==> config.mk <==
export PLATFORM = sky130hd
export DESIGN_NAME = xbpi_top
export DESIGN_NICKNAME = d
export VERILOG_FILES = /design/src/verilog/xbpi_pkg.sv /design/src/verilog/xbpi_top.sv /design/src/verilog/xbpi_sync.sv
export SDC_FILE = /design/constraint.sdc
export NUM_CORES = 1
export LEC_CHECK = 0
export BUFFER_PORTS_ARGS = -buffer_cell sky130_fd_sc_hd__buf_2
export CORE_AREA = 2 2 132 121
export CTS_BUF_LIST = sky130_fd_sc_hd__clkbuf_4 sky130_fd_sc_hd__clkbuf_8
export DETAILED_ROUTE_END_ITERATION = 16
export DIE_AREA = 0 0 134 123
export GPL_TIMING_DRIVEN = 0
export PLACE_DENSITY_LB_ADDON = 0.15
export SETUP_SLACK_MARGIN = 0.2
export SYNTH_ARGS = -nofsm -noshare
export SYNTH_HDL_FRONTEND = slang
export SYNTH_SLANG_ARGS = --single-unit
==> constraint.sdc <==
create_clock -name clk -period 2.05 [get_ports clk]
set_clock_uncertainty 0.2 [all_clocks]
set_input_delay 0.41 -clock clk [delete_from_list [all_inputs] [get_ports clk]]
set_output_delay 0.41 -clock clk [all_outputs]
set_load 0.02 [all_outputs]
==> src/verilog/xbpi_pkg.sv <==
// Constants and types shared by the expansion bus pin interface.
package xbpi_pkg;
  localparam int unsigned XBPI_ADDR_W   = 24;
  localparam int unsigned XBPI_DATA_W   = 16;
  localparam int unsigned XBPI_NUM_CS   = 8;
  localparam int unsigned XBPI_NUM_RDY  = 4;
  localparam int unsigned XBPI_HP_FIRST = 4;
  localparam int unsigned XBPI_CS_POS   = 21;
  localparam logic [7:0]  XBPI_CS_IDLE  = 8'hFF;
  localparam logic [23:0] XBPI_ADDR_RST = 24'h000000;
  localparam logic [15:0] XBPI_DATA_RST = 16'h0000;
  localparam int unsigned XBPI_SYNC_STAGES = 2;
  // Separate-strobe, data-strobe and host-port styles.
  localparam logic [1:0]  XBPI_STY_SEP = 2'h0;
  localparam logic [1:0]  XBPI_STY_DS  = 2'h1;
  localparam logic [1:0]  XBPI_STY_HP  = 2'h2;
  typedef enum logic [2:0] {
    XBPI_IDLE,
    XBPI_ALE,
    XBPI_SETUP,
    XBPI_STROBE,
    XBPI_HOLD
  } xbpi_state_t;
endpackage

==> src/verilog/xbpi_top.sv <==
// Expansion bus pin interface: chip-select cycles, strobes, wait and ready handling, reset strap capture.
// Overview of operation
// Every expansion pin is sampled and launched on the expansion bus clock.
// Multiplexed styles drive an address-latch enable so the address can be latched.
// A 24-bit address is driven out during data accesses.
// During reset the address pins are inputs; the board straps configuration by pull-downs.
// One strobe pin is write strobe in separate style, data strobe otherwise.
// Second strobe pin is read strobe in separate style, read-not-write otherwise.
// Eight active-low chip selects, each separate-strobe or data-strobe style.
// Only chip selects four to seven may use the host-port style.
// A 16-bit bidirectional data bus, driven on writes, received on reads.
// A low wait input freezes the access; it continues when wait returns high.
// Wait is honoured for non-host-port styles only, ignored for host-port.
// Four host-port ready inputs, each with configurable active polarity.
// Each ready belongs to one of chip selects four to seven and stalls only it.
// After reset selects and strobes idle high and address-latch enable low.
// At most one chip select is active, decoded from the access address.
`timescale 1ns/1ps
module xbpi_top
  import xbpi_pkg::*;
(
  // Expansion bus clock and reset
  input  wire logic        clk,
  input  wire logic        srst,
  // Access request from the core side
  input  wire logic        req_valid,
  input  wire logic        req_write,
  input  wire logic [23:0] req_addr,
  input  wire logic [15:0] req_wdata,
  output logic             req_ready,
  output logic             rsp_valid,
  output logic      [15:0] rsp_rdata,
  // Configuration
  input  wire logic [7:0]  cfg_ds_style,
  input  wire logic [3:0]  cfg_hp_style,
  input  wire logic        cfg_mux_mode,
  input  wire logic [3:0]  cfg_rdy_pol,
  output logic      [23:0] strap_cfg,
  // Expansion bus pins
  output logic             xbus_addr_latch_en,
  input  wire logic [23:0] xbus_addr_in,
  output logic      [23:0] xbus_addr_out,
  output logic             xbus_addr_oe,
  output logic             xbus_write_strobe_n,
  output logic             xbus_read_strobe_n,
  output logic      [7:0]  xbus_select_n,
  input  wire logic [15:0] xbus_data_in,
  output logic      [15:0] xbus_data_out,
  output logic             xbus_data_oe,
  input  wire logic        xbus_wait_n,
  input  wire logic [3:0]  hostport_ready
);
  // Pin inputs are synchronised first; the whole block runs on the bus clock. R1
  logic        wait_n_s;
  logic [3:0]  rdy_s;
  logic [15:0] data_s;
  logic [23:0] addr_s;

  xbpi_sync #(.WIDTH(1)) u_sync_wait (
    .clk(clk), .srst(srst), .async_in(xbus_wait_n), .rst_val(1'h1), .sync_out(wait_n_s));
  xbpi_sync #(.WIDTH(4)) u_sync_rdy (
    .clk(clk), .srst(srst), .async_in(hostport_ready), .rst_val(4'hF), .sync_out(rdy_s));
  xbpi_sync #(.WIDTH(16)) u_sync_data (
    .clk(clk), .srst(srst), .async_in(xbus_data_in), .rst_val(XBPI_DATA_RST), .sync_out(data_s));
  xbpi_sync #(.WIDTH(24)) u_sync_addr (
    .clk(clk), .srst(srst), .async_in(xbus_addr_in), .rst_val(24'hFFFFFF), .sync_out(addr_s));

  function automatic logic [2:0] cs_index(input logic [23:0] a);
    cs_index = a[23:XBPI_CS_POS];
  endfunction

  function automatic logic [1:0] cs_style(input logic [2:0] idx, input logic [7:0] ds, input logic [3:0] hp);
    // Host-port style exists only on the upper four selects. R8
    if (idx[2] && hp[idx[1:0]]) begin
      cs_style = XBPI_STY_HP;
    end else if (ds[idx]) begin
      cs_style = XBPI_STY_DS;
    end else begin
      cs_style = XBPI_STY_SEP;
    end
  endfunction

  xbpi_state_t state_ff, nxt_state;
  logic [1:0]  strap_arm_ff, nxt_strap_arm;
  logic [1:0]  hold_cnt_ff, nxt_hold_cnt;
  logic [15:0] dout_ff, nxt_dout;
  logic [23:0] strap_ff, nxt_strap;
  logic [23:0] addr_ff, nxt_addr;
  logic [15:0] wdata_ff, nxt_wdata;
  logic [15:0] rdata_ff, nxt_rdata;
  logic        write_ff, nxt_write;
  logic [2:0]  idx_ff, nxt_idx;
  logic [1:0]  sty_ff, nxt_sty;
  logic        ale_ff, nxt_ale;
  logic        aoe_ff, nxt_aoe;
  logic        doe_ff, nxt_doe;
  logic        wr_n_ff, nxt_wr_n;
  logic        rd_n_ff, nxt_rd_n;
  logic [7:0]  cs_n_ff, nxt_cs_n;
  logic        rdy_ff, nxt_rdy;
  logic        rsp_ff, nxt_rsp;
  logic        stall;
  logic        rdy_act;

  // Ready polarity is per input, and each input pairs with one upper chip select. R12 R13
  assign rdy_act = ~(rdy_s[idx_ff[1:0]] ^ cfg_rdy_pol[idx_ff[1:0]]);

  always_comb begin
    if (sty_ff == XBPI_STY_HP) begin
      stall = ~rdy_act;
    end else begin
      stall = ~wait_n_s;
    end
  end

  always_comb begin
    nxt_state     = state_ff;
    nxt_strap_arm = {1'h0, strap_arm_ff[1]};
    nxt_hold_cnt  = hold_cnt_ff;
    nxt_dout      = dout_ff;
    nxt_strap     = strap_ff;
    nxt_addr      = addr_ff;
    nxt_wdata     = wdata_ff;
    nxt_rdata     = rdata_ff;
    nxt_write     = write_ff;
    nxt_idx       = idx_ff;
    nxt_sty       = sty_ff;
    nxt_ale       = 1'h0;
    nxt_aoe       = aoe_ff;
    nxt_doe       = doe_ff;
    nxt_wr_n      = wr_n_ff;
    nxt_rd_n      = rd_n_ff;
    nxt_cs_n      = cs_n_ff;
    nxt_rdy       = 1'h0;
    nxt_rsp       = 1'h0;
    // The strap is taken on the second edge after release, once the synchroniser holds the pins
    // rather than its own reset value; the address pins are still undriven then. R4
    if (strap_arm_ff == 2'h1) begin
      nxt_strap = addr_s;
    end
    unique case (state_ff)
      XBPI_IDLE: begin
        nxt_rdy = ~strap_arm_ff[1];
        if (req_valid && req_ready) begin
          nxt_rdy   = 1'h0;
          nxt_addr  = req_addr;
          nxt_wdata = req_wdata;
          // In multiplexed mode the data lanes carry the low address while the latch enable is high.
          nxt_dout  = cfg_mux_mode ? req_addr[15:0] : req_wdata;
          nxt_write = req_write;
          nxt_idx   = cs_index(req_addr);
          nxt_sty   = cs_style(cs_index(req_addr), cfg_ds_style, cfg_hp_style);
          nxt_aoe   = 1'h1;
          nxt_doe   = cfg_mux_mode | req_write;
          if (cfg_mux_mode) begin
            nxt_ale   = 1'h1;
            nxt_state = XBPI_ALE;
          end else begin
            nxt_state = XBPI_SETUP;
          end
        end
      end
      XBPI_ALE: begin
        nxt_doe   = write_ff;
        nxt_dout  = wdata_ff;
        nxt_state = XBPI_SETUP;
      end
      XBPI_SETUP: begin
        // Only one select goes low, the one the address decodes to. R15
        nxt_cs_n = ~(8'h01 << idx_ff);
        if (sty_ff == XBPI_STY_SEP) begin
          nxt_wr_n = ~write_ff;
          nxt_rd_n = write_ff;
        end else begin
          nxt_wr_n = 1'h0;
          nxt_rd_n = ~write_ff;
        end
        nxt_hold_cnt = 2'(XBPI_SYNC_STAGES);
        nxt_state = XBPI_STROBE;
      end
      XBPI_STROBE: begin
        // The first cycles let wait, ready and read data cross the synchronisers before they count.
        // The strobe phase is frozen while the target stalls. R10
        if (hold_cnt_ff != 2'h0) begin
          nxt_hold_cnt = hold_cnt_ff - 2'h1;
        end else if (!stall) begin
          nxt_rdata = data_s;
          nxt_wr_n  = 1'h1;
          nxt_rd_n  = 1'h1;
          nxt_state = XBPI_HOLD;
        end
      end
      XBPI_HOLD: begin
        nxt_cs_n  = XBPI_CS_IDLE;
        nxt_doe   = 1'h0;
        nxt_rsp   = 1'h1;
        nxt_state = XBPI_IDLE;
      end
      default: nxt_state = XBPI_IDLE;
    endcase
  end

  always_ff @(posedge clk) begin
    if (srst) begin
      // Selects and strobes idle high, latch enable low, address released for strapping. R14 R4
      state_ff     <= XBPI_IDLE;
      strap_arm_ff <= 2'h3;
      hold_cnt_ff  <= 2'h0;
      dout_ff      <= XBPI_DATA_RST;
      strap_ff     <= XBPI_ADDR_RST;
      addr_ff      <= XBPI_ADDR_RST;
      wdata_ff     <= XBPI_DATA_RST;
      rdata_ff     <= XBPI_DATA_RST;
      write_ff     <= 1'h0;
      idx_ff       <= 3'h0;
      sty_ff       <= XBPI_STY_SEP;
      ale_ff       <= 1'h0;
      aoe_ff       <= 1'h0;
      doe_ff       <= 1'h0;
      wr_n_ff      <= 1'h1;
      rd_n_ff      <= 1'h1;
      cs_n_ff      <= XBPI_CS_IDLE;
      rdy_ff       <= 1'h0;
      rsp_ff       <= 1'h0;
    end else begin
      state_ff     <= nxt_state;
      strap_arm_ff <= nxt_strap_arm;
      hold_cnt_ff  <= nxt_hold_cnt;
      dout_ff      <= nxt_dout;
      strap_ff     <= nxt_strap;
      addr_ff      <= nxt_addr;
      wdata_ff     <= nxt_wdata;
      rdata_ff     <= nxt_rdata;
      write_ff     <= nxt_write;
      idx_ff       <= nxt_idx;
      sty_ff       <= nxt_sty;
      ale_ff       <= nxt_ale;
      aoe_ff       <= nxt_aoe;
      doe_ff       <= nxt_doe;
      wr_n_ff      <= nxt_wr_n;
      rd_n_ff      <= nxt_rd_n;
      cs_n_ff      <= nxt_cs_n;
      rdy_ff       <= nxt_rdy;
      rsp_ff       <= nxt_rsp;
    end
  end

  assign xbus_data_out       = dout_ff;
  assign xbus_addr_out       = addr_ff;
  assign xbus_addr_oe        = aoe_ff;
  assign xbus_data_oe        = doe_ff;
  assign xbus_addr_latch_en  = ale_ff;
  assign xbus_write_strobe_n = wr_n_ff;
  assign xbus_read_strobe_n  = rd_n_ff;
  assign xbus_select_n       = cs_n_ff;
  assign req_ready           = rdy_ff;
  assign rsp_valid           = rsp_ff;
  assign rsp_rdata           = rdata_ff;
  assign strap_cfg           = strap_ff;

  a_one_select: assert property (@(posedge clk) disable iff (srst)
    $countones(~xbus_select_n) <= 1) else $error("more than one chip select low");
  a_reset_idle: assert property (@(posedge clk)
    $past(srst) |-> xbus_select_n == 8'hFF && xbus_write_strobe_n && xbus_read_strobe_n && !xbus_addr_latch_en)
    else $error("pins not idle after reset");
  a_ale_mux: assert property (@(posedge clk) disable iff (srst)
    xbus_addr_latch_en |-> cfg_mux_mode ##1 !xbus_addr_latch_en) else $error("latch enable misuse");
  a_wait_freeze: assert property (@(posedge clk) disable iff (srst)
    state_ff == XBPI_STROBE && sty_ff != XBPI_STY_HP && !wait_n_s |=> state_ff == XBPI_STROBE)
    else $error("access moved during wait");
  a_hp_wait_ign: assert property (@(posedge clk) disable iff (srst)
    state_ff == XBPI_STROBE && sty_ff == XBPI_STY_HP && hold_cnt_ff == 2'h0 && rdy_act |=> state_ff == XBPI_HOLD)
    else $error("host-port access stalled despite ready");
  a_hp_upper: assert property (@(posedge clk) disable iff (srst)
    sty_ff == XBPI_STY_HP && state_ff != XBPI_IDLE |-> idx_ff[2]) else $error("host-port on low select");
  a_sep_strobes: assert property (@(posedge clk) disable iff (srst)
    state_ff == XBPI_STROBE && $past(state_ff) == XBPI_SETUP && sty_ff == XBPI_STY_SEP
    |-> xbus_write_strobe_n == !write_ff && xbus_read_strobe_n == write_ff) else $error("separate strobe wrong");
  a_ds_strobes: assert property (@(posedge clk) disable iff (srst)
    state_ff == XBPI_STROBE && sty_ff != XBPI_STY_SEP |-> !xbus_write_strobe_n && xbus_read_strobe_n == !write_ff)
    else $error("data strobe wrong");
  a_data_drive: assert property (@(posedge clk) disable iff (srst)
    state_ff == XBPI_STROBE |-> xbus_data_oe == write_ff) else $error("data direction wrong");
endmodule

==> src/verilog/xbpi_sync.sv <==
// Two-stage synchroniser for inputs that arrive from the pins.
`timescale 1ns/1ps
module xbpi_sync
  import xbpi_pkg::*;
#(
  parameter int unsigned WIDTH = 1
) (
  // Clock and reset
  input  wire logic             clk,
  input  wire logic             srst,
  // Pin side
  input  wire logic [WIDTH-1:0] async_in,
  input  wire logic [WIDTH-1:0] rst_val,
  // Clock domain side
  output logic      [WIDTH-1:0] sync_out
);
  logic [WIDTH-1:0] meta_ff;
  logic [WIDTH-1:0] sync_ff;
  logic [WIDTH-1:0] nxt_meta;
  logic [WIDTH-1:0] nxt_sync;

  always_comb begin
    nxt_meta = async_in;
    nxt_sync = meta_ff;
  end

  // The reset value is a constant at every instance, so the output stage loads nothing variable under reset; the first stage keeps sampling the pins.
  always_ff @(posedge clk) begin
    meta_ff <= nxt_meta;
    sync_ff <= srst ? rst_val : nxt_sync;
  end

  assign sync_out = sync_ff;
endmodule

==> flow_summary.toml <==
[setup_path]
r2r_start = "u_sync_rdy.sync_out[0]$_SDFF_PP1_"
r2r_cells = 6
crit_chain = "xor2_1, mux4_2, o21ai_4, buf_12, clkbuf_16, mux2i_1"
worstSetupPathType = "reg2reg"
r2r_setup_slack_ns = 0.16
critPathLaunchType = "flop"
max_stage_delay_ns = 0.52
crit_start = "u_sync_rdy.sync_out[0]$_SDFF_PP1_"
cp_max_fo = 5
required_ns = 2.29
end_kind = "flop"
cp_slowest_cell = "mux4_2"
rr_endpoint = "rsp_rdata[8]$_SDFFE_PP0P_"
crit_arrival_ns = 2.13

[detailed_routing]
num_vias = 6115
antenna_left = 0
wl_mm = 18.91
first_iter_violations = 281
wire_per_inst_um = 14.71
drcViolationCount = 0
viasPerCell = 4.759
drtPass1Iterations = 5

[clock_network]
root_buffer = "clkbuf_8"
cts_max_level = 2
cts_buffers = 35
clk_pin_slew_ns = 0.06
cts_tree = "built"
clk_latency_ns = 0.52
cts_max_path_buffers = 3
clkSinkCount = 211

[synth]
async_reset_ff_share_pct = 0
synth_area_leaders = "dfxtp_1, nand2_1, a21oi_1, mux2i_1, nand2b_1"
synth_warnings = 0
synth_nets = 838
synth-seq-cells = 211
synth-edff-count = 0
ys_seq_area_share_pct = 59.49
yosysTopAreaCellShare_pct = 59.49
syn_inst = 730
syn_area_mm2 = 0.007101
synth_ff_type = "dfxtp_1"
yosysMostFrequentCell = "dfxtp_1"
syn_area_per_cell_um2 = 9.727
ys_top_cells_by_count = "dfxtp_1, nand2_1, a21oi_1, nand2b_1, clkbuf_1"
synth.distinct_cells = 45
synth_top_cell_by_area = "dfxtp_1"

[final_layout]
nNetsFinal = 1167
fin_cells = 1285
drive_gt1_share_pct = 31.86
diodes = 0
areaGrowthSynthToFinish_pct = 42.73
final_cell_area_mm2 = 0.01013

[floorplan]
die_area_mm2 = 0.01648
ioPinCount = 201
die_w_um = 134
core.rowCount = 43
start_util_pct = 46.97
die_h_um = 123
design.core.area_mm2 = 0.01512

[hold_path]
worstHoldPathType = "in2reg"
hold_start = "req_valid"
hold_path_end = "req_ready$_SDFF_PP0_"
holdPathStages = 3

[timing]
setup_viol = 0
slew_violations = 0
fin_crit_ns = 1.891
slew_headroom_pct = 44.95
grt_setup_unrepaired = "true"
holdWs_ns = 0.08074
timing.final.hold_violations = 0
finalSetupTns_ns = 0
fin_crit_sh_pct = 92.25
worstMarginPinSlew_ns = 0.8257
fmax_mhz = 528.8

[power]
switching_power_mw = 2.141
vdd_ir_drop_max_mv = 0.6576
combinationalPowerShare_pct = 10.0
intPower_mw = 6.839
pwr-share-seq_pct = 48.6
total_leakage_power_nw = 4.349
p_sw_share_pct = 23.84
clkPwrFrac_pct = 41.4
pwr_density_cell_mw_per_mm2 = 886.1

[flow_run]
drv_cap = 0

[place]
portBuffers = 199
place_hpwl_mm = 12.44
dpl_cell_area_mm2 = 0.008351
place_inst = 1131
place.gp.congestion = 0.7751

[global_routing]
overflow = 0
grt_pass1_wl_mm = 29.24
first_global_vias = 5927
grt_usage_pct = 22.64
antenna_found_initial = 3
grt_max_degree = 11

[run_status]
outcome = "complete, no violations"
state kept, by name (all words and copies together), names as in the netlist, 2 cells and up:
name	count
u_sync_rdy.sync_out	4
state_ff	3
hold_cnt_ff	2
rsp_rdata	16
xbus_data_out	16
u_sync_data.sync_out	16
u_sync_data.meta_ff	16
sty_ff	2
xbus_select_n	8
strap_arm_ff	2
u_sync_rdy.meta_ff	4
u_sync_addr.sync_out	24
xbus_addr_out	24
strap_cfg	24
wdata_ff	16
u_sync_addr.meta_ff	24
cell type report:
type / instances / area, um2
well taps: 202 / 252.7
repair buffers: 292 / 1962
multi-input cells: 465 / 2700
fillers: 1228 / 4984
clock inverters: 5 / 36.28
plain buffers: 49 / 244.0
clock buffers: 56 / 683.2
inverters: 5 / 22.52
flip-flops and latches: 211 / 4234
cells by family (layout without fill, tap and decap cells):
family | Yosys count | in the layout | share of synthesized area, %
simple gates | 298 | 298 | 20.30
xor+xnor | 5 | 5 | 0.6167
buf+inv | 54 | 407 | 3.172
mux | 38 | 38 | 6.079
compound gates | 122 | 122 | 9.991
fa+ha+maj | 2 | 2 | 0.3524
flops | 211 | 211 | 59.49
critical path, delay by kind of cell (launching register included):
family | cells | cell delay [ns]
XOR/XNOR | 1 | 0.15
multiplexers | 2 | 0.69
buffers and inverters | 2 | 0.28
AO/OA/AOI/OAI | 1 | 0.17
flip-flops | 1 | 0.31
what timing repair did:
item / 4_1_cts / 5_1_grt
pin swaps: 1 / 6
setup endpoints to repair: 82 / 103
buffers inserted: 3 / 2
hold buffers: 87 / 0
cloned: 0 / 1
gates resized for setup: 25 / 30
hold endpoints to repair: 87 / 0
worst max-delay path by stage:
stage,end,slack (ns)
global route,rsp_rdata[11]$_SDFFE_PP0P_,0.12
detailed placement,xbus_addr_out[20]$_SDFFE_PP0P_,-0.38
finish,rsp_rdata[8]$_SDFFE_PP0P_,0.16
CTS,rsp_rdata[13]$_SDFFE_PP0P_,0.11
global placement,xbus_addr_out[17]$_SDFFE_PP0P_,-0.36
floorplan,rsp_rdata[10]$_SDFFE_PP0P_,0.10
metrics by stage:
| stage | util, % | power (mW) | setup WS (ns) |
|---|---|---|---|
| 2_1_floorplan | - | 4.888 | 0.1048 |
| 3_3_place_gp | 55.23 | 5.188 | -0.3645 |
| 3_5_place_dp | 55.23 | 5.198 | -0.3813 |
| 4_1_cts | 66.32 | 9.058 | 0.1144 |
| 5_1_grt | 67.04 | 9.375 | 0.1178 |
| 6_report | 67.04 | 8.981 | 0.1589 |
power by group through the flow:
| stage | clock [mW] | sequential, mW | combinational [mW] |
|---|---|---|---|
| CTS | 3.81 | 4.37 | 0.885 |
| floorplan | 0 | 4.54 | 0.351 |
| detailed placement | 0 | 4.45 | 0.744 |
| global route | 4.01 | 4.39 | 0.978 |
| finish | 3.72 | 4.37 | 0.898 |
| global placement | 0 | 4.45 | 0.737 |
placed cells by master (no fill, tap or decap), types with 2 or more instances in the layout:
| cell type | n |
|---|---|
| nor3_1 | 4 |
| nor2b_1 | 18 |
| clkbuf_4 | 18 |
| xor2_1 | 4 |
| buf_6 | 2 |
| a211oi_1 | 3 |
| nor2_2 | 2 |
| nor3b_1 | 2 |
| clkinvlp_4 | 4 |
| nand4_1 | 2 |
| nand2_1 | 154 |
| clkbuf_2 | 10 |
| a21oi_1 | 84 |
| o32ai_1 | 2 |
| o211ai_1 | 16 |
| buf_4 | 3 |
| clkbuf_8 | 42 |
| nand2b_1 | 44 |
| o22ai_1 | 6 |
| dfxtp_2 | 5 |
| nand3_1 | 17 |
| clkbuf_1 | 24 |
| dfxtp_1 | 205 |
| dlygate4sd3_1 | 87 |
| or2_2 | 31 |
| mux2i_1 | 33 |
| buf_2 | 206 |
| inv_1 | 4 |
| buf_12 | 3 |
| mux4_2 | 4 |
| nor2_1 | 13 |
| a31oi_1 | 3 |
per-layer routing:
layer,track usage (%),wire [um]
met1,27.81,8195
met2,37.63,8734
met3,7.175,1551
met4,8.378,412
met5,0,13
Note: power is estimated with default switching activity, not from simulation.
